### config.mk
export PLATFORM = sky130hd
export DESIGN_NAME = csr_ctrl
export DESIGN_NICKNAME = d
export VERILOG_FILES = /design/src/csr_pkg.sv /design/src/csr_sync.sv /design/src/csr_ctrl.sv
export VERILOG_INCLUDE_DIRS = /design/src
export SDC_FILE = /design/constraint.sdc
export NUM_CORES = 1
export LEC_CHECK = 0
export BUFFER_PORTS_ARGS = -buffer_cell sky130_fd_sc_hd__clkbuf_2
export CORE_AREA = 2 2 121 123
export CTS_CLUSTER_DIAMETER = 50
export DETAILED_ROUTE_END_ITERATION = 8
export DIE_AREA = 0 0 123 125
export GPL_TIMING_DRIVEN = 0
export PLACE_DENSITY_LB_ADDON = 0.12
export SYNTH_ARGS = -nofsm -noshare
export SYNTH_HDL_FRONTEND = slang
export SYNTH_SLANG_ARGS = --single-unit
### constraint.sdc
create_clock -name pclk -period 5.31 [get_ports pclk]
set_input_delay 0.531 -clock pclk [delete_from_list [all_inputs] [get_ports pclk]]
set_output_delay 0.531 -clock pclk [all_outputs]
set_load 0.01 [all_outputs]
### src/csr_map.svh
`ifndef CSR_MAP_SVH
`define CSR_MAP_SVH

// ----------------------------------------------------------------------
// Register indexes; the byte address is four times the index.
// ----------------------------------------------------------------------
`define CSR_IDX_OSC        8'hd3
`define CSR_IDX_CLK        8'hd4
`define CSR_IDX_BT         8'hdc
`define CSR_IDX_KEY        8'he0
`define CSR_IDX_STAT       8'hf8
`define CSR_ADDR_W         12

// ----------------------------------------------------------------------
// Field positions and values.
// ----------------------------------------------------------------------
`define CSR_OSC_SEL        0
`define CSR_OSC_SUB_STOP   2
`define CSR_OSC_MAIN_STOP  3
`define CSR_OSC_MASK       8'h0d
`define CSR_CLK_DIV_LO     3
`define CSR_CLK_WAKE_DIS   7
`define CSR_BT_STAB_LO     2
`define CSR_BT_WD_KEY      4'ha
`define CSR_STOP_KEY       8'ha5

// ----------------------------------------------------------------------
// Reset values.
// ----------------------------------------------------------------------
`define CSR_OSC_RST        8'h00
`define CSR_CLK_RST        8'h00
`define CSR_BT_RST         8'h00
`define CSR_KEY_RST        8'h00
`define CSR_RESET_VEC      16'h0100

// ----------------------------------------------------------------------
// Timing: clock rate and oscillation stabilisation interval.
// ----------------------------------------------------------------------
`define CSR_CLK_MHZ        200
`define CSR_STAB_US        1000
`define CSR_STAB_CYC       (`CSR_STAB_US * `CSR_CLK_MHZ)
`define CSR_STAB_W         24
`define CSR_SYNC_W         3

`endif

### src/csr_pkg.sv
`include "csr_map.svh"

package csr_pkg;

   // ----------------------------------------------------------------------
   // Sequencer states and carriers.
   // ----------------------------------------------------------------------
   typedef enum logic [1:0] {ST_RESET, ST_STAB, ST_RUN, ST_STOP} csr_state_t;

   typedef logic [`CSR_STAB_W-1:0] csr_stab_t;

   typedef struct packed {
      logic                   psel;
      logic                   penable;
      logic                   pwrite;
      logic [`CSR_ADDR_W-1:0] paddr;
      logic [31:0]            pwdata;
   } csr_apb_req_t;

   typedef struct packed {
      logic        pready;
      logic [31:0] prdata;
      logic        pslverr;
   } csr_apb_rsp_t;

   typedef struct packed {
      logic sys_clk_sel;
      logic main_osc_en;
      logic sub_osc_en;
      logic cpu_tick;
   } csr_clk_out_t;

   typedef struct packed {
      logic        sys_reset;
      logic        port_reset_mode;
      logic        irq_disable;
      logic        watchdog_en;
      logic        cpu_halt;
      logic        stop_mode;
      logic        fetch_en;
      logic        pc_load;
      logic [15:0] pc_vector;
      logic        irq_service;
      logic        stop_ignored;
   } csr_sys_out_t;

   typedef struct packed {
      csr_state_t   st;
      logic [7:0]   osc;
      logic [7:0]   clk;
      logic [7:0]   bt;
      logic [7:0]   key;
      logic [3:0]   div_cnt;
      csr_stab_t    stab_cnt;
      logic         wake_irq;
      csr_apb_rsp_t rsp;
      csr_clk_out_t clk_o;
      csr_sys_out_t sys_o;
   } csr_regs_t;

   typedef struct packed {
      logic [`CSR_SYNC_W-1:0] s1;
      logic [`CSR_SYNC_W-1:0] s2;
   } csr_sync_t;

endpackage

### src/csr_sync.sv
`include "csr_map.svh"

module csr_sync (
   // Clock and reset.
   input  wire logic                   pclk,
   input  wire logic                   presetn,
   // Asynchronous levels in, synchronised levels out.
   input  wire logic [`CSR_SYNC_W-1:0] din,
   output      logic [`CSR_SYNC_W-1:0] dout
);
   import csr_pkg::*;

   csr_sync_t q;
   csr_sync_t next_q;

   // The first stage feeds only the second stage.
   always_comb begin
      next_q    = q;
      next_q.s1 = din;
      next_q.s2 = q.s1;
   end

   // Both stages clear to zero under reset.
   always_ff @(posedge pclk or negedge presetn) begin
      if (!presetn) begin
         q <= '0;
      end else begin
         q <= next_q;
      end
   end

   assign dout = q.s2;

endmodule

### src/csr_ctrl.sv
`include "csr_map.svh"

// Summary of operation
// Oscillator control bit 0 picks system clock: 0 main, 1 sub.
// Oscillator control bit 3: 0 runs main oscillator, 1 stops it.
// Oscillator control bit 2 runs or stops the sub oscillator.
// Divider bits 4:3 divide the system clock by 16, 8, 2 or 1.
// Firmware selects sub clock, waits, then stops the main oscillator.
// Firmware starts main oscillator, waits to settle, then selects main.
// Stop is permitted only while the key register holds a5.
// After reset the key register holds zero, so stop is disabled.
// The reset pin is synchronised to the clock before use.
// The reset driver holds reset low at least one millisecond; the CPU model holds rst_pin_n low only RST_HOLD (6) pclk cycles.
// Reset disables all interrupts and enables the watchdog.
// Reset puts ports in Schmitt input mode with pull-ups off.
// Reset loads vector 0100 and fetches after stabilisation time.
// Timer overflow resets the system unless upper timer nibble is a.
// Stop halts the CPU and main oscillator; sub clock keeps running.
// Register contents are kept throughout stop mode.
// Stop ends on reset, sub-clocked watch timer interrupt or external interrupt; ext_irq wakes only while clock control bit 7 is 0.
// Firmware follows stop with at least three no-operation instructions.
// Reset out of stop restores control defaults, restarts at 0100.
// Interrupt release of stop leaves every control register unchanged.
// Interrupt release of stop keeps the selected clock division.
// Interrupt release services the interrupt, then resumes after stop.
// With sub clock as system clock no interrupt releases stop.
// Stop without the key does nothing; the CPU carries on.
module csr_ctrl #(
   parameter csr_pkg::csr_stab_t STAB_CYC = csr_pkg::csr_stab_t'(`CSR_STAB_CYC)
) (
   // Clock and reset.
   input  wire logic                  pclk,
   input  wire logic                  presetn,
   // Register bus.
   input  wire csr_pkg::csr_apb_req_t apb_req,
   output      csr_pkg::csr_apb_rsp_t apb_rsp,
   // Pins, asynchronous to pclk.
   input  wire logic                  rst_pin_n,
   input  wire logic                  ext_irq,
   input  wire logic                  wt_irq,
   // CPU and peripheral side, on pclk.
   input  wire logic                  stop_req,
   input  wire logic                  ei_req,
   input  wire logic                  bt_overflow,
   input  wire logic                  wt_on_sub,
   // Clock and system controls.
   output      csr_pkg::csr_clk_out_t clk_out,
   output      csr_pkg::csr_sys_out_t sys_out
);
   import csr_pkg::*;

   // ----------------------------------------------------------------------
   // State and working signals.
   // ----------------------------------------------------------------------
   csr_regs_t              q;
   csr_regs_t              next_q;
   logic [`CSR_SYNC_W-1:0] sync_out;
   logic                   rst_s;
   logic                   ext_s;
   logic                   wt_s;
   logic [9:0]             idx;
   logic                   hit;
   logic                   setup;
   logic                   wr;
   logic [7:0]             rdata;
   logic                   wake;
   logic                   wd_trip;
   logic [3:0]             div_max;
   csr_stab_t              stab_lim;

   // Reset pin and interrupt pins pass two flip-flops first.
   csr_sync u_sync (
      .pclk    (pclk),
      .presetn (presetn),
      .din     ({wt_irq, ext_irq, rst_pin_n}),
      .dout    (sync_out)
   );

   assign rst_s = sync_out[0];
   assign ext_s = sync_out[1];
   assign wt_s  = sync_out[2];

   // ----------------------------------------------------------------------
   // Bus decode and read data.
   // ----------------------------------------------------------------------

   // Address decode over word indexes; reads are sampled in the setup cycle.
   always_comb begin
      idx   = apb_req.paddr[`CSR_ADDR_W-1:2];
      setup = apb_req.psel & ~apb_req.penable;
      wr    = apb_req.psel & apb_req.penable & q.rsp.pready & apb_req.pwrite;
      hit   = 1'b1;
      rdata = 8'h00;
      unique case (idx)
         {2'b00, `CSR_IDX_OSC}:  rdata = q.osc & `CSR_OSC_MASK;
         {2'b00, `CSR_IDX_CLK}:  rdata = q.clk;
         {2'b00, `CSR_IDX_BT}:   rdata = q.bt;
         {2'b00, `CSR_IDX_KEY}:  rdata = q.key;
         {2'b00, `CSR_IDX_STAT}: rdata = {5'h00, q.wake_irq, q.st};
         default:                hit = 1'b0;
      endcase
   end

   // ----------------------------------------------------------------------
   // Wake, watchdog, divider and stabilisation terms.
   // ----------------------------------------------------------------------

   // Wake sources are blocked while the sub clock is the system clock.
   always_comb begin
      wake = ((ext_s & ~q.clk[`CSR_CLK_WAKE_DIS]) | (wt_s & wt_on_sub))
             & ~q.osc[`CSR_OSC_SEL];
      wd_trip  = bt_overflow & (q.bt[7:4] != `CSR_BT_WD_KEY);
      stab_lim = STAB_CYC << q.bt[`CSR_BT_STAB_LO +: 2];
      unique case (q.clk[`CSR_CLK_DIV_LO +: 2])
         2'b00: div_max = 4'hf;
         2'b01: div_max = 4'h7;
         2'b10: div_max = 4'h1;
         2'b11: div_max = 4'h0;
      endcase
   end

   // ----------------------------------------------------------------------
   // Next state.
   // ----------------------------------------------------------------------

   // Bus slave, register writes, sequencer and registered outputs.
   always_comb begin
      next_q                    = q;
      next_q.rsp.pready         = setup;
      next_q.sys_o.pc_load      = 1'b0;
      next_q.sys_o.irq_service  = 1'b0;
      next_q.sys_o.stop_ignored = 1'b0;
      next_q.clk_o.cpu_tick     = 1'b0;
      if (setup) begin
         next_q.rsp.prdata  = {24'h000000, rdata};
         next_q.rsp.pslverr = ~hit;
      end

      // Writes land only at the completing edge of the access phase.
      if (wr) begin
         unique case (idx)
            {2'b00, `CSR_IDX_OSC}: next_q.osc = apb_req.pwdata[7:0] & `CSR_OSC_MASK;
            {2'b00, `CSR_IDX_CLK}: next_q.clk = apb_req.pwdata[7:0];
            {2'b00, `CSR_IDX_BT}:  next_q.bt  = apb_req.pwdata[7:0];
            {2'b00, `CSR_IDX_KEY}: next_q.key = apb_req.pwdata[7:0];
            default: ;
         endcase
      end

      unique case (q.st)
         ST_RESET: begin
            next_q.stab_cnt = '0;
            next_q.wake_irq = 1'b0;
            if (rst_s) begin
               next_q.st = ST_STAB;
            end
         end
         ST_STAB: begin
            // Count out the stabilisation interval before any fetch.
            if (q.stab_cnt >= stab_lim - 1'b1) begin
               next_q.st       = ST_RUN;
               next_q.stab_cnt = '0;
               if (q.wake_irq) begin
                  next_q.sys_o.irq_service = 1'b1;
               end else begin
                  next_q.sys_o.pc_load = 1'b1;
               end
            end else begin
               next_q.stab_cnt = q.stab_cnt + 1'b1;
            end
         end
         ST_RUN: begin
            if (stop_req) begin
               if (q.key == `CSR_STOP_KEY) begin
                  next_q.st = ST_STOP;
               end else begin
                  next_q.sys_o.stop_ignored = 1'b1;
               end
            end
         end
         ST_STOP: begin
            // Registers stay as they are; on wake the state moves on and wake_irq is set.
            if (wake) begin
               next_q.st       = ST_STAB;
               next_q.wake_irq = 1'b1;
               next_q.stab_cnt = '0;
            end
         end
      endcase

      // Pin reset or watchdog trip restores every control default.
      if (!rst_s || wd_trip) begin
         next_q.st       = ST_RESET;
         next_q.osc      = `CSR_OSC_RST;
         next_q.clk      = `CSR_CLK_RST;
         next_q.bt       = `CSR_BT_RST;
         next_q.key      = `CSR_KEY_RST;
         next_q.wake_irq = 1'b0;
         next_q.stab_cnt = '0;
         // A reset in the last cycle of a start must not also start the CPU.
         next_q.sys_o.pc_load      = 1'b0;
         next_q.sys_o.irq_service  = 1'b0;
         next_q.sys_o.stop_ignored = 1'b0;
      end

      // CPU clock divider ticks only while the CPU runs.
      if (next_q.st == ST_RUN) begin
         if (q.div_cnt == 4'h0) begin
            next_q.div_cnt        = div_max;
            next_q.clk_o.cpu_tick = 1'b1;
         end else begin
            next_q.div_cnt = q.div_cnt - 1'b1;
         end
      end else begin
         next_q.div_cnt = 4'h0;
      end

      // Clock source and oscillator controls.
      next_q.clk_o.sys_clk_sel = next_q.osc[`CSR_OSC_SEL];
      next_q.clk_o.main_osc_en = ~next_q.osc[`CSR_OSC_MAIN_STOP]
                                 & (next_q.st != ST_STOP);
      next_q.clk_o.sub_osc_en  = ~next_q.osc[`CSR_OSC_SUB_STOP];

      // System reset, port defaults, interrupt gate and CPU status.
      next_q.sys_o.sys_reset       = (next_q.st == ST_RESET)
                                     | ((next_q.st == ST_STAB) & ~next_q.wake_irq);
      next_q.sys_o.port_reset_mode = next_q.sys_o.sys_reset;
      if (next_q.sys_o.sys_reset) begin
         next_q.sys_o.irq_disable = 1'b1;
      end else if (ei_req) begin
         next_q.sys_o.irq_disable = 1'b0;
      end
      next_q.sys_o.watchdog_en = next_q.bt[7:4] != `CSR_BT_WD_KEY;
      next_q.sys_o.cpu_halt    = next_q.st != ST_RUN;
      next_q.sys_o.stop_mode   = next_q.st == ST_STOP;
      next_q.sys_o.fetch_en    = next_q.st == ST_RUN;
      next_q.sys_o.pc_vector   = `CSR_RESET_VEC;
   end

   // ----------------------------------------------------------------------
   // State register.
   // ----------------------------------------------------------------------

   // Reset values: held in reset with the CPU halted and interrupts off.
   always_ff @(posedge pclk or negedge presetn) begin
      if (!presetn) begin
         q                       <= '0;
         q.st                    <= ST_RESET;
         q.osc                   <= `CSR_OSC_RST;
         q.clk                   <= `CSR_CLK_RST;
         q.bt                    <= `CSR_BT_RST;
         q.key                   <= `CSR_KEY_RST;
         q.clk_o.main_osc_en     <= 1'b1;
         q.clk_o.sub_osc_en      <= 1'b1;
         q.sys_o.sys_reset       <= 1'b1;
         q.sys_o.port_reset_mode <= 1'b1;
         q.sys_o.irq_disable     <= 1'b1;
         q.sys_o.watchdog_en     <= 1'b1;
         q.sys_o.cpu_halt        <= 1'b1;
         q.sys_o.pc_vector       <= `CSR_RESET_VEC;
      end else begin
         q <= next_q;
      end
   end

   assign apb_rsp = q.rsp;
   assign clk_out = q.clk_o;
   assign sys_out = q.sys_o;

   // ----------------------------------------------------------------------
   // Checks.
   // ----------------------------------------------------------------------

   a_clk_sel_write: assert property (
      @(posedge pclk) disable iff (!presetn)
      (wr && idx == {2'b00, `CSR_IDX_OSC} && rst_s && !wd_trip)
      |=> q.clk_o.sys_clk_sel == $past(apb_req.pwdata[0])
   ) else $error("System clock select does not follow the write.");

   a_main_osc_run: assert property (
      @(posedge pclk) disable iff (!presetn)
      (q.st == ST_RUN) |-> (q.clk_o.main_osc_en == !q.osc[`CSR_OSC_MAIN_STOP])
   ) else $error("Main oscillator enable disagrees with its control bit.");

   a_sub_osc_run: assert property (
      @(posedge pclk) disable iff (!presetn)
      q.clk_o.sub_osc_en != q.osc[`CSR_OSC_SUB_STOP]
   ) else $error("Sub oscillator enable disagrees with its control bit.");

   a_div_sixteen: assert property (
      @(posedge pclk) disable iff (!presetn)
      (q.clk_o.cpu_tick && q.clk[`CSR_CLK_DIV_LO +: 2] == 2'b00)
      |=> (!q.clk_o.cpu_tick) [*8]
   ) else $error("CPU tick came early at divide by sixteen.");

   a_key_refuse: assert property (
      @(posedge pclk) disable iff (!presetn)
      (q.st == ST_RUN && stop_req && q.key != `CSR_STOP_KEY && rst_s && !wd_trip)
      |=> (q.st == ST_RUN && q.sys_o.stop_ignored)
   ) else $error("Stop without key was not ignored.");

   a_key_at_reset: assert property (
      @(posedge pclk) disable iff (!presetn)
      (q.st == ST_RESET) |-> (q.key == `CSR_KEY_RST && q.sys_o.irq_disable)
   ) else $error("Key or interrupt gate not at default during reset.");

   a_wdog_reset: assert property (
      @(posedge pclk) disable iff (!presetn)
      wd_trip |=> (q.st == ST_RESET && q.sys_o.sys_reset)
   ) else $error("Watchdog overflow did not reset the system.");

   a_stop_halts: assert property (
      @(posedge pclk) disable iff (!presetn)
      (q.st == ST_STOP) |-> (q.sys_o.cpu_halt && !q.clk_o.main_osc_en && !q.clk_o.cpu_tick)
   ) else $error("Stop mode left the CPU or main oscillator running.");

   a_sub_no_wake: assert property (
      @(posedge pclk) disable iff (!presetn)
      (q.st == ST_STOP && q.osc[`CSR_OSC_SEL])
      |=> (q.st != ST_STAB)
   ) else $error("Interrupt released stop under sub clock.");

   a_irq_resume: assert property (
      @(posedge pclk) disable iff (!presetn)
      q.sys_o.irq_service |-> (!q.sys_o.pc_load && q.st == ST_RUN && $past(q.st) == ST_STAB)
   ) else $error("Interrupt release did not resume correctly.");

   a_vector_fetch: assert property (
      @(posedge pclk) disable iff (!presetn)
      q.sys_o.pc_load |-> (q.sys_o.pc_vector == `CSR_RESET_VEC && $past(q.st) == ST_STAB)
   ) else $error("Reset vector loaded outside stabilisation end.");

   a_reset_gates: assert property (
      @(posedge pclk) disable iff (!presetn)
      q.sys_o.sys_reset |-> (q.sys_o.irq_disable && q.sys_o.port_reset_mode)
   ) else $error("System reset left interrupts or ports out of default.");

   a_pin_reset_wins: assert property (
      @(posedge pclk) disable iff (!presetn)
      !rst_s |=> (q.st == ST_RESET && !q.sys_o.pc_load && !q.sys_o.irq_service)
   ) else $error("Pin reset did not hold the CPU in reset.");

endmodule

# Word level (Yosys, flattened, before mapping)
# Index checks and enable logic that the tools add are counted.
[totals]
in_bits = 56
reg_bits = 87
wordCells = 125
output_inout_bits = 64
[classes]
shift = 1
n_addsub = 3
eq_ne = 20
n_mux = 37
bitwise_logic = 19
order_cmp = 1
n_reduce_logical = 17
[ops]
columns = ["cell", "count"]
rows = [
  ["$pmux W24 S3", 1],
  ["$eq A10 B8 Y1 const B", 5],
  ["$mux W25", 2],
  ["$pmux W8 S5", 1],
  ["$mux W34", 1],
  ["$mux W32", 1],
  ["$mux W8", 4],
  ["$add A24 B1 Y24 const B", 1],
  ["$ge A24 B24 Y1", 1],
  ["$mux W24", 1],
  ["$shl A18 B2 Y24 const A", 1],
  ["$sub A24 B1 Y24 const B", 1],
  ["$pmux W4 S4", 1],
  ["$mux W1", 15],
  ["$eq A2 B2 Y1 const B", 6],
  ["$mux W2", 6],
  ["$and A1 B1 Y1", 10],
  ["$reduce_bool A2 Y1", 5],
  ["$eq A8 B8 Y1 const B", 1],
  ["$mux W4", 2],
  ["$ne A4 B4 Y1 const B", 2],
  ["$pmux W2 S4", 1],
  ["$reduce_and A2 Y1", 4],
  ["$not A1 Y1", 7],
  ["12 further kinds", 18],
]

# Depth between registers and ports, before layout
# Gate-level depths: netlist (run 1).
[depth]
depth_word = 11
mapped_depth = 11
depth_no_buf = 10

# Modules after synthesis
# From an unflattened synthesis (run 1), not the netlist that was laid out.
[unflattened]
hier_cells = 553
area_unflattened_um2 = 5271.3
[by_module_without_submodules]
columns = ["module", "area_each_um2", "instances", "seq_area_each_um2", "cells_per_inst"]
rows = [
  ["csr_ctrl", 5121.2, 1, 2009.4, 547],
  ["csr_sync", 150.1, 1, 150.1, 6],
]

# Worst setup path before layout (run 1)
# OpenSTA, ideal clock, no wires.
[synth_timing]
kind = "register -> register"
start = "reg q[103] in the netlist's numbering"
end = "reg q[81] in the netlist's numbering"
n_path_buf = 0
slack_ps = 2871
setup_ps = 69
stages_incl_launch_ff = 11
t_required_ps = 5241
arrival_ps = 2371
cell_sequence = "dfrtp_1 -> inv_1 -> ha_1 -> xor2_1 -> ha_1 -> a21oi_1 -> o21ai_1 -> a32oi_2 -> nand4_4 -> or4_1 -> nand3_1"
[synth_via]
elab_chain_cells = 6
[synth_lines]
columns = ["item", "line_no", "source"]
rows = [
  ["start, declared", "csr_ctrl.sv:55", "csr_regs_t q;"],
  ["start signal, assigned", "csr_ctrl.sv:262", "q <= next_q;"],
  ["$shl A18 B2 Y24", "csr_ctrl.sv:113", "stab_lim = STAB_CYC << q.bt[`CSR_BT_STAB_LO +: 2];"],
  ["$sub A24 B1 Y24", "csr_ctrl.sv:160", "if (q.stab_cnt >= stab_lim - 1'b1) begin"],
  ["$ge A24 B24 Y1", "csr_ctrl.sv:160", ""],
  ["$mux W24", "csr_ctrl.sv:160", ""],
  ["$pmux W24 S3", "csr_ctrl.sv:150", "unique case (q.st)"],
  ["$mux W25", "csr_ctrl.sv:192", "if (!rst_s || wd_trip) begin"],
]
# Every way passes these cells.
# A chain may end at the register's enable or synchronous reset.

# Final worst setup path (run 1)
[layout_timing]
start = "reg q[103] in the netlist's numbering"
end = "reg q[78] in the netlist's numbering"
# The elaborated chain is that of the path after synthesis.

==> metrics.md, run 1 <==
| Metric | Value |
|---|---|
| Fraction of final layout cells with drive strength greater than 1 | `0.257` |
| VDD IR max | `104 uV` |
| Vias | `4,110` |
| Rel. slew slack | `0.561` |
| Vias in the first global route | `3,972` |
| Post-DRT Antenna Nets | `0` |
| Setup CP Type | `register to register` |
| Power density over the cells | `225 nW/um2` |
| Most frequent cells in the layout | `dfrtp_1, buf_4, clkbuf_2` |
| Gr ovfl total | `0` |
| Post-layout nets | `739` |
| Clock sink count | `86` |
| Max-cap violations | `0` |
| Synth Cell Area | `5210 um2` |
| Drt via density | `4.89` |
| Part of the power in registers | `0.476` |
| Most common cell after layout, fill and taps aside | `dfrtp_1` |
| Setup tns final | `0 ns` |
| Fillcell total | `1,402` |
| Placer Congestion | `0.845` |
| Die width | `123 um` |
| Ys async rst share | `1.00` |
| Crit path cell chain | `inv_1, ha_1, xor2_1, ha_1, a21oi_1, o21ai_1, a32oi_2, and4_2, nand2_2, o311ai_0` |
| Die footprint | `15,400 um2` |
| Largest net degree at the start of global routing | `64` |
| DRC viols | `0` |
| Status | `complete, no violations` |
| I/O Pins | `120` |
| Hold_ws | `0.113 ns` |
| Clock transition at path regs | `0.07 ns` |
| CP arrival | `3.17 ns` |
| Hold Vio Cnt, Final | `0` |
| Clock buffer depth | `2` |
| Multi-input logic area | `2590 um2` |
| Drt pass-1 iters | `5` |
| Net Sw Frac | `0.260` |
| Number of synthesized flops with an enable pin | `0` |
| Clk Tree Root Cell | `clkbuf_16` |
| Post-synthesis sequential element count | `86` |
| DPL Wire Length | `9190 um` |
| Max-slew violations | `0` |
| CTS tree | `done` |
| CP endpoint kind | `register` |
| P_sw | `361 uW` |
| Hold Path Class | `primary input to async pin` |
| Ys Warns | `0` |
| CTS H-tree depth | `3` |
| Slowest Stage Delay on Critical Path | `0.51 ns` |
| Unrepaired setup endpoints after global routing | `false` |
| Reg area | `2160 um2` |
| Synth-to-Final Area Change | `18.7%` |
| Cts hold-fix bufs | `0` |
| CTS Buf Count | `9` |
| Skew-Pair Late Insertion Delay | `0.35 ns` |
| Num rows | `44` |
| R2R Setup Slk | `2.37 ns` |
| Most used cell, CP | `ha_1` |
| Cell internal pwr | `1.03 mW` |
| Final setup fails | `0` |
| Leakage power | `3.01 nW` |
| Initial antenna violation count | `0` |
| PortBufs | `53` |
| Comb pwr share | `0.076` |
| Fmax | `340 MHz` |
| Critical path required time | `5.54 ns` |
| Main flop type after synthesis | `dfrtp_1` |
| Diodes inserted | `0` |
| Clk pwr share | `0.448` |
| CP max stage cell | `dfrtp_1` |
| Fin crit share | `0.553` |
| Max FO, Critical Path | `8` |
| GRT Total Usage | `0.167` |
| Postcts setup bufs | `0` |
| Synth unique cells | `71` |
| Post-CTS sizing | `0` |
| Worst Clk Skew | `0.00730 ns` |
| Seq/Total Area, Yosys | `0.415` |
| Fin crit period | `2.94 ns` |
| Post-Route WL | `12,200 um` |
| First-pass GRT wire length | `20,100 um` |
| WL/cell | `14.5 um` |
| Post-Synthesis Cells | `545` |
| Initial DRC count | `214` |
| Worst-Margin Slew | `0.652 ns` |
| Nature of the critical path startpoint | `register` |
| Core Region | `14,200 um2` |
| Initial Utilization | `0.367` |
| Synthesized area per cell | `9.56 um2` |
| DIE HEIGHT | `125 um` |
## registers in the layout (all words and copies together) (netlist names)
name,flops
q,58
apb_rsp,10
sys_out,9
clk_out,3
u_sync.dout,3
u_sync.next_q,3
## critical path: cells and delay by family, from the launching register on
| family | cells | cell delay (ns) |
|---|---|---|
| AOI/OAI and AO/OA | 4 | 0.91 |
| xor gates and xnor gates | 1 | 0.18 |
| adders and majority gates | 2 | 0.55 |
| buffers and inverters | 1 | 0.11 |
| DFF | 1 | 0.51 |
| and+or+nand+nor | 2 | 0.56 |
## area by class of cell
| class | instances | area share |
|---|---|---|
| inverter | 19 | 0.0115 |
| clock inverter | 7 | 0.0107 |
| timing repair buffer | 54 | 0.0478 |
| multi-input combinational | 404 | 0.420 |
| clock buffer | 9 | 0.0364 |
| tap | 184 | 0.0372 |
| buffer | 78 | 0.0872 |
| sequential | 86 | 0.349 |
## worst paths after layout
path                            depth (start not counted)               end              from
worst min register to register                          0    u_sync.dout[2]  u_sync.next_q[2]
worst max-delay path                                   10             q[78]            q[103]
max in group asynchronous                               2        clk_out[1]           presetn
worst min-delay path                                    1             q[82]           presetn
worst max register to register                         10             q[78]            q[103]
min in group pclk                                       1  u_sync.next_q[1]           ext_irq
## logic make-up after synthesis
logic type,synth area share
xor+xnor,0.00505
flops,0.415
simple gates,0.205
compound gates,0.128
other cells,0.00144
buf+inv,0.117
mux,0.0545
fa+ha+maj,0.0745
## layer usage
layer / wire length [um] / GRT usage / part of all wire / vias to the layer above
met4: 181 / 0.0541 / 0.015 / 0
met1: 6050 / 0.244 / 0.50 / 1935
met2: 5320 / 0.245 / 0.44 / 108
li1: - / - / - / 2057
met5: 0 / 0 / 0 / -
met3: 619 / 0.0370 / 0.051 / 10
## metrics by stage
stage	setup slack [ns]	std cells	cell area, um2	power [mW]	util
2_1_floorplan	2.87	587	5370	0.736	-
3_3_place_gp	2.40	824	5860	0.776	0.413
3_5_place_dp	2.33	825	5890	0.779	0.415
4_1_cts	2.32	841	6180	1.41	0.435
5_1_grt	2.05	841	6180	1.45	0.435
6_report	2.37	841	6180	1.39	0.435
## synthesized netlist by cell type (all sizes together), types with 5 or more instances
master	instances	area [um2]
nand2	52	198
nand4	14	109
mux2i	25	250
buf	69	505
nand3	20	105
nand2b	8	57.6
ha	31	388
dfrtp	80	2000
dfstp	6	158
inv	19	71.3
nor2	52	200
and2	5	33.8
nor3	15	86.3
and3	7	43.8
a21oi	29	145
a22o	5	43.8
or3	5	41.3
o21ai	24	120
clkbuf	9	33.8
## power by group through the flow
| stage | combinational [mW] | sequential (mW) | clock, mW |
|---|---|---|---|
| 3_5_place_dp | 0.106 | 0.674 | 0 |
| 4_1_cts | 0.106 | 0.661 | 0.639 |
| 3_3_place_gp | 0.102 | 0.674 | 0 |
| 6_report | 0.106 | 0.661 | 0.623 |
| 5_1_grt | 0.119 | 0.661 | 0.671 |
| 2_1_floorplan | 0.0635 | 0.673 | 0 |
Note: power is estimated with default switching activity, not from simulation.
==> run 2, diff against run 1 <==
==> constraint.sdc (replaced) <==
create_clock -name pclk -period 2.99 [get_ports pclk]
set_input_delay 0.299 -clock pclk [delete_from_list [all_inputs] [get_ports pclk]]
set_output_delay 0.299 -clock pclk [all_outputs]
set_load 0.01 [all_outputs]
==> run 2 against run 1 <==
Final cell count rose by 0.24%. Via count rose by 0.15%. Non-clock buffer count rose by 2. Hold slack got worse by 0.060 ns. Fmax rose by 7.1%. Wire length rose by 0.80%. Core utilization rose by 0.39 points. Clock skew fell by 0.0015 ns. Clock-buffer cell count did not move. Critical path depth did not move.
==> metrics.md, run 2 (synthesis results as in run 1) <==
| Metric | Value |
|---|---|
| Largest net degree at the start of global routing | `64 (unchanged)` |
| Worst-Margin Slew | `0.675 ns (was 0.652 ns)` |
| VDD IR max | `183 uV (was 104 uV)` |
| Fillcell total | `1,397 (was 1,402)` |
| DRC viols | `0 (unchanged)` |
| I/O Pins | `120 (unchanged)` |
| GRT Total Usage | `0.167 (unchanged)` |
| Fmax | `364 MHz (was 340 MHz)` |
| Critical path required time | `3.24 ns (was 5.54 ns)` |
| Clock buffer depth | `2 (unchanged)` |
| DIE HEIGHT | `125 um (unchanged)` |
| Post-layout nets | `741 (was 739)` |
| Worst Clk Skew | `0.00579 ns (was 0.00730 ns)` |
| Slowest Stage Delay on Critical Path | `0.45 ns (was 0.51 ns)` |
| Post-route setup slack | `0.246 ns (was 2.37 ns)` |
| Synth-to-Final Area Change | `19.8% (was 18.7%)` |
| Drt pass-1 iters | `5 (unchanged)` |
| Placer Congestion | `0.845 (unchanged)` |
| Leakage power | `3.03 nW (was 3.01 nW)` |
| Drt via density | `4.88 (was 4.89)` |
| Largest register by flop count | `q (unchanged)` |
| Max FO, Critical Path | `8 (unchanged)` |
| Multi-input logic area | `2630 um2 (was 2590 um2)` |
| Status | `complete, no violations (unchanged)` |
| Initial DRC count | `244 (was 214)` |
| Die footprint | `15,400 um2 (unchanged)` |
| Reg area | `2160 um2 (about the same)` |
| CP max stage cell | `dfrtp_2 (was dfrtp_1)` |
| Power density over the cells | `396 nW/um2 (was 225 nW/um2)` |
| Gr ovfl total | `0 (unchanged)` |
| Max-cap violations | `0 (unchanged)` |
| Setup CP Type | `register to register (unchanged)` |
| Clk Tree Root Cell | `clkbuf_16 (unchanged)` |
| CP delay by family, top | `simple AND/OR/NAND/NOR gates (was compound AO/OA/AOI/OAI gates)` |
| CTS tree | `done (unchanged)` |
| CTS H-tree depth | `3 (unchanged)` |
| CP arrival | `2.99 ns (was 3.17 ns)` |
| Post-DRT Antenna Nets | `0 (unchanged)` |
| Initial Utilization | `0.367 (unchanged)` |
| Fin crit share | `0.918 (was 0.553)` |
| Most common cell after layout, fill and taps aside | `dfrtp_1 (unchanged)` |
| Clock sink count | `86 (unchanged)` |
| Skew-Pair Late Insertion Delay | `0.35 ns (about the same)` |
| Vias in the first global route | `3,972 (unchanged)` |
| Place WS | `0.0126 ns (was 2.33 ns)` |
| Rel. slew slack | `0.546 (was 0.561)` |
| Max reg flops | `58 (unchanged)` |
| Hold Path Class | `primary input to register (was primary input to async pin)` |
| Diodes inserted | `0 (unchanged)` |
| Fraction of final layout cells with drive strength greater than 1 | `0.267 (was 0.257)` |
| Pwr Total | `2.47 mW (was 1.39 mW)` |
| First-pass GRT wire length | `20,100 um (unchanged)` |
| Clock transition at path regs | `0.07 ns (about the same)` |
| Post-Route WL | `12,300 um (was 12,200 um)` |
| Buf/Inv on CP | `2 (was 1)` |
| Unrepaired setup endpoints after global routing | `false (unchanged)` |
| Most frequent cells in the layout | `dfrtp_1, buf_4, clkbuf_2 (unchanged)` |
| Crit path cell chain | `inv_1, ha_2, inv_1, ha_1, nand4_1, nor2_1, o21ai_1, and4_4, nand2_2, o311ai_1 (was inv_1, ha_1, xor2_1, ha_1, a21oi_1, o21ai_1, a32oi_2, and4_2, nand2_2, o311ai_0)` |
| Nature of the critical path startpoint | `register (unchanged)` |
| Initial antenna violation count | `0 (unchanged)` |
| DPL Wire Length | `9190 um (unchanged)` |
| CP endpoint kind | `register (unchanged)` |
| Fin crit period | `2.74 ns (was 2.94 ns)` |
| Vias | `4,116 (was 4,110)` |
| WL/cell | `14.6 um (was 14.5 um)` |
| CTS Buf Count | `9 (unchanged)` |
| Final setup fails | `0 (unchanged)` |
| Core Region | `14,200 um2 (unchanged)` |
| Max-slew violations | `0 (unchanged)` |
| PortBufs | `53 (unchanged)` |
| Most used cell, CP | `inv_1 (was ha_1)` |
| Die width | `123 um (unchanged)` |
| Hold Vio Cnt, Final | `0 (unchanged)` |
| Num rows | `44 (unchanged)` |
[run 2: cell count changes in the layout (fill, tap and decap cells not counted), moves of 2 or more]
cell / change
buf_2: -2
buf_4: +2
o311ai_1: +3
dfrtp_2: +2
dfrtp_1: -2
o311ai_0: -4
[run 2: cell type report]
type	count	area share
plain buffers	78	0.0873
clock buffers	9	0.0361
clock inverters	7	0.0106
inverters	19	0.0114
multi-input cells	404	0.421
flip-flops and latches	86	0.347
well taps	184	0.0369
repair buffers	56	0.0502
[run 2: worst paths after layout]
kind	slack (ns)	from	cells after the start	to
setup / recovery	0.25	q[103]	10	q[78]
hold / removal	0.05	ext_irq	1	u_sync.next_q[1]
setup reg to reg	0.25	q[103]	10	q[78]
hold reg to reg	0.35	u_sync.next_q[2]	0	u_sync.dout[2]
max in group asynchronous	1.89	presetn	3	clk_out[1]
min in group asynchronous	0.42	presetn	2	q[67]
[run 2: per-stage QoR]
stage                      util  instances  hold slack (ns)   TNS (ns)  cell area, um2
after floorplan               -        587          0.00341          0            5370
after global placement    0.413        824            0.337          0            5860
after detailed placement  0.415        825            0.268          0            5890
after CTS                 0.436        842           0.0423  -0.000607            6190
after global routing      0.439        843           0.0362          0            6240
final                     0.439        843           0.0527          0            6240
[run 2: power by group]
group          internal (mW)  switching [mW]  leakage [nW]  total (mW)
registers               1.17         0.00514          1.16        1.17
logic                 0.0769           0.114          1.73       0.191
clock network          0.584           0.523         0.142        1.11
[run 2: layer usage]
metal	vias to the layer above	GRT usage	part of all wire	routed length, um
li1	2056	-	-	-
met1	1952	0.244	0.49	6070
met2	100	0.245	0.44	5410
met3	8	0.0370	0.052	633
met4	0	0.0541	0.012	153
met5	-	0	0	0
[run 2: timing repair]
item / in CTS / in global routing
pin swaps: 0 / 4
buffers inserted: 0 / 1
resized for setup: 1 / 15
hold buffers: 1 / 0
endpoints found under the hold margin: 21 / 0
endpoints found under the setup margin: 1 / 28
==> run 3, diff against run 2 <==
==> constraint.sdc (replaced) <==
create_clock -name pclk -period 2.4 [get_ports pclk]
set_input_delay 0.24 -clock pclk [delete_from_list [all_inputs] [get_ports pclk]]
set_output_delay 0.24 -clock pclk [all_outputs]
set_load 0.01 [all_outputs]
==> run 3 against run 2 <==
The flow now finishes with violations (negative setup slack). Register-to-register slack got worse by 0.44 ns. Non-clock buffer count rose by 19. Sequential power is 25% higher. Highest routed layer unchanged. Clock-buffer cell count increased by 1. Flip-flop and latch count stayed put. Wire length grew 4.2%. Design area increased by 5.8%. Setup slack worse by 0.44 ns.
==> metrics.md, run 3 (synthesis results as in run 1) <==
| Metric | Value |
|---|---|
| Status | `finished, violations left (was complete, no violations)` |
| Failing checks | `negative setup slack` |
| Max-cap violations | `0 (unchanged)` |
| First-pass GRT wire length | `20,800 um (was 20,100 um)` |
| Design Area, Final | `6600 um2 (was 6240 um2)` |
| Largest net degree at the start of global routing | `45 (was 64)` |
| DIE HEIGHT | `125 um (unchanged)` |
| Initial DRC count | `243 (was 244)` |
| Clk pwr share | `0.448 (about the same)` |
| Fin crit period | `2.59 ns (was 2.74 ns)` |
| R2R Setup Slk | `-0.19 ns (was 0.25 ns)` |
| Min-delay src | `ei_req (was ext_irq)` |
| R2R cell count | `10 (unchanged)` |
| Drt pass-1 iters | `7 (was 5)` |
| Largest register by flop count | `q (unchanged)` |
| Part of the power in registers | `0.470 (was 0.475)` |
| CTS H-tree depth | `3 (unchanged)` |
| Synth-to-Final Area Change | `26.8% (was 19.8%)` |
| Gr ovfl total | `0 (unchanged)` |
| Post-DP Area | `5900 um2 (was 5890 um2)` |
| Max reg flops | `58 (unchanged)` |
| DRC viols | `0 (unchanged)` |
| Post-layout nets | `760 (was 741)` |
| Worst-Margin Slew | `0.649 ns (was 0.675 ns)` |
| Vias in the first global route | `4,137 (was 3,972)` |
| Die footprint | `15,400 um2 (unchanged)` |
| CP endpoint kind | `register (unchanged)` |
| CTS Buf Count | `9 (unchanged)` |
| DPL Wire Length | `9310 um (was 9190 um)` |
| Clock sink count | `86 (unchanged)` |
| CTS tree | `done (unchanged)` |
| Nature of the critical path startpoint | `register (unchanged)` |
| Net Sw Frac | `0.239 (was 0.260)` |
| Reg2Reg Capture Point | `q[88] (was q[78])` |
| Hold Crit Endpoint | `sys_out[23] (was u_sync.next_q[1])` |
| Rel. slew slack | `0.568 (was 0.546)` |
| Clock transition at path regs | `0.06 ns (was 0.07 ns)` |
| P_sw | `745 uW (was 642 uW)` |
| Fmax | `386 MHz (was 364 MHz)` |
| Max FO, Critical Path | `6 (was 8)` |
| Worst Clk Skew | `0.00725 ns (was 0.00579 ns)` |
| PortBufs | `53 (unchanged)` |
| Core Region | `14,200 um2 (unchanged)` |
| Placer Congestion | `0.861 (was 0.845)` |
| Comb pwr share | `0.082 (was 0.077)` |
| Final setup fails | `31 (was 0)` |
| Critical path required time | `2.68 ns (was 3.24 ns)` |
| Post-DRT Antenna Nets | `0 (unchanged)` |
| Post-Route WL | `12,800 um (was 12,300 um)` |
| Post-route setup slack | `-0.192 ns (was 0.246 ns)` |
| Num rows | `44 (unchanged)` |
| Vias | `4,255 (was 4,116)` |
| Hold Path Class | `primary input to register (unchanged)` |
| GRT Total Usage | `0.174 (was 0.167)` |
| CP arrival | `2.87 ns (was 2.99 ns)` |
| Initial Utilization | `0.367 (unchanged)` |
| Most common cell after layout, fill and taps aside | `buf_4 (was dfrtp_1)` |
| Max-slew violations | `0 (unchanged)` |
| Initial antenna violation count | `0 (unchanged)` |
| Unrepaired setup endpoints after global routing | `true (was false)` |
| Most frequent cells in the layout | `buf_4, dfrtp_1, clkbuf_2 (was dfrtp_1, buf_4, clkbuf_2)` |
| Clk Tree Root Cell | `clkbuf_16 (unchanged)` |
| Die width | `123 um (unchanged)` |
| Fraction of final layout cells with drive strength greater than 1 | `0.326 (was 0.267)` |
| Clock buffer depth | `2 (unchanged)` |
| Hold Vio Cnt, Final | `0 (unchanged)` |
| Hold path depth | `2 (was 1)` |
| WL/cell | `14.8 um (was 14.6 um)` |
| Leakage power | `3.18 nW (was 3.03 nW)` |
| FF-to-FF Start | `q[104] (was q[103])` |
| Non-filler cells, final | `862 (was 843)` |
| Setup CP Type | `register to register (unchanged)` |
| Fin crit share | `1.08 (was 0.918)` |
| Drt via density | `4.94 (was 4.88)` |
| I/O Pins | `120 (unchanged)` |
| Skew-Pair Late Insertion Delay | `0.35 ns (about the same)` |
| VDD IR max | `300 uV (was 183 uV)` |
| Power density over the cells | `472 nW/um2 (was 396 nW/um2)` |
| Diodes inserted | `0 (unchanged)` |
| Cells after DPL | `825 (unchanged)` |
| Cell internal pwr | `2.37 mW (was 1.83 mW)` |
[run 3: cell count changes in the layout (fill, tap and decap cells not counted), sizes merged]
cell	delta
clkinvlp	-1
clkinv	+3
dlygate4sd3	+3
buf	+18
clkbuf	-1
bufinv	+1
inv	-4
[run 3: worst max path at each step]
stage               startpoint     to
floorplan               q[103]  q[88]
global placement        q[103]  q[73]
detailed placement      q[103]  q[77]
CTS                     q[104]  q[88]
global route            q[104]  q[88]
finish                  q[104]  q[88]
[run 3: metal layers]
layer / global-route usage / up-vias / part of all wire
met5: 0 / - / 0
met4: 0.0755 / 0 / 0.021
met3: 0.0297 / 18 / 0.046
met2: 0.262 / 125 / 0.45
met1: 0.244 / 2021 / 0.48
li1: - / 2091 / -
[run 3: layout make-up]
type / instances / area (um2)
Clock buffer: 10 / 229
Buffer: 77 / 551
Multi-Input combinational cell: 404 / 2800
Sequential cell: 86 / 2160
Fill cell: 1370 / 7600
Tap cell: 184 / 230
Timing Repair Buffer: 76 / 494
Inverter: 19 / 73.8
Clock inverter: 6 / 62.6
[run 3: timing repair]
| action | in CTS | in global routing |
|---|---|---|
| hold endpoints to repair | 41 | 0 |
| buffers inserted | 16 | 1 |
| setup endpoints to repair | 38 | 39 |
| pin swaps | 13 | 21 |
| resized for setup | 39 | 15 |
| gates cloned | 1 | 0 |
| hold buffers | 4 | 0 |
[run 3: critical path, stage by stage, from the launching register on]
cell and delay (ns):
dfrtp_2 0.43, inv_4 0.07, ha_4 0.17, xor2_1 0.16
ha_1 0.32, a21oi_2 0.14, o21ai_2 0.08, a32oi_2 0.31
nand4_4 0.20, or4_4 0.56, o21ai_2 0.07
[run 3: power groups by stage]
stage	Sequential (mW)	Combinational, mW	Clock (mW)
floorplan	1.49	0.141	0
global placement	1.49	0.226	0
detailed placement	1.49	0.234	0
CTS	1.46	0.252	1.44
global route	1.46	0.284	1.49
finish	1.46	0.256	1.39
[run 3: per-stage QoR]
stage	setup TNS [ns]	setup WS (ns)	power, mW	util	hold WS, ns
after floorplan	-0.0216	-0.00543	1.63	-	-0.0556
after global placement	-12.46	-0.458	1.72	0.414	0.337
after detailed placement	-12.59	-0.470	1.73	0.416	0.332
after CTS	-1.67	-0.161	3.15	0.460	0.0471
after global routing	-8.50	-0.316	3.24	0.465	0.0620
final	-3.56	-0.192	3.11	0.465	0.0576
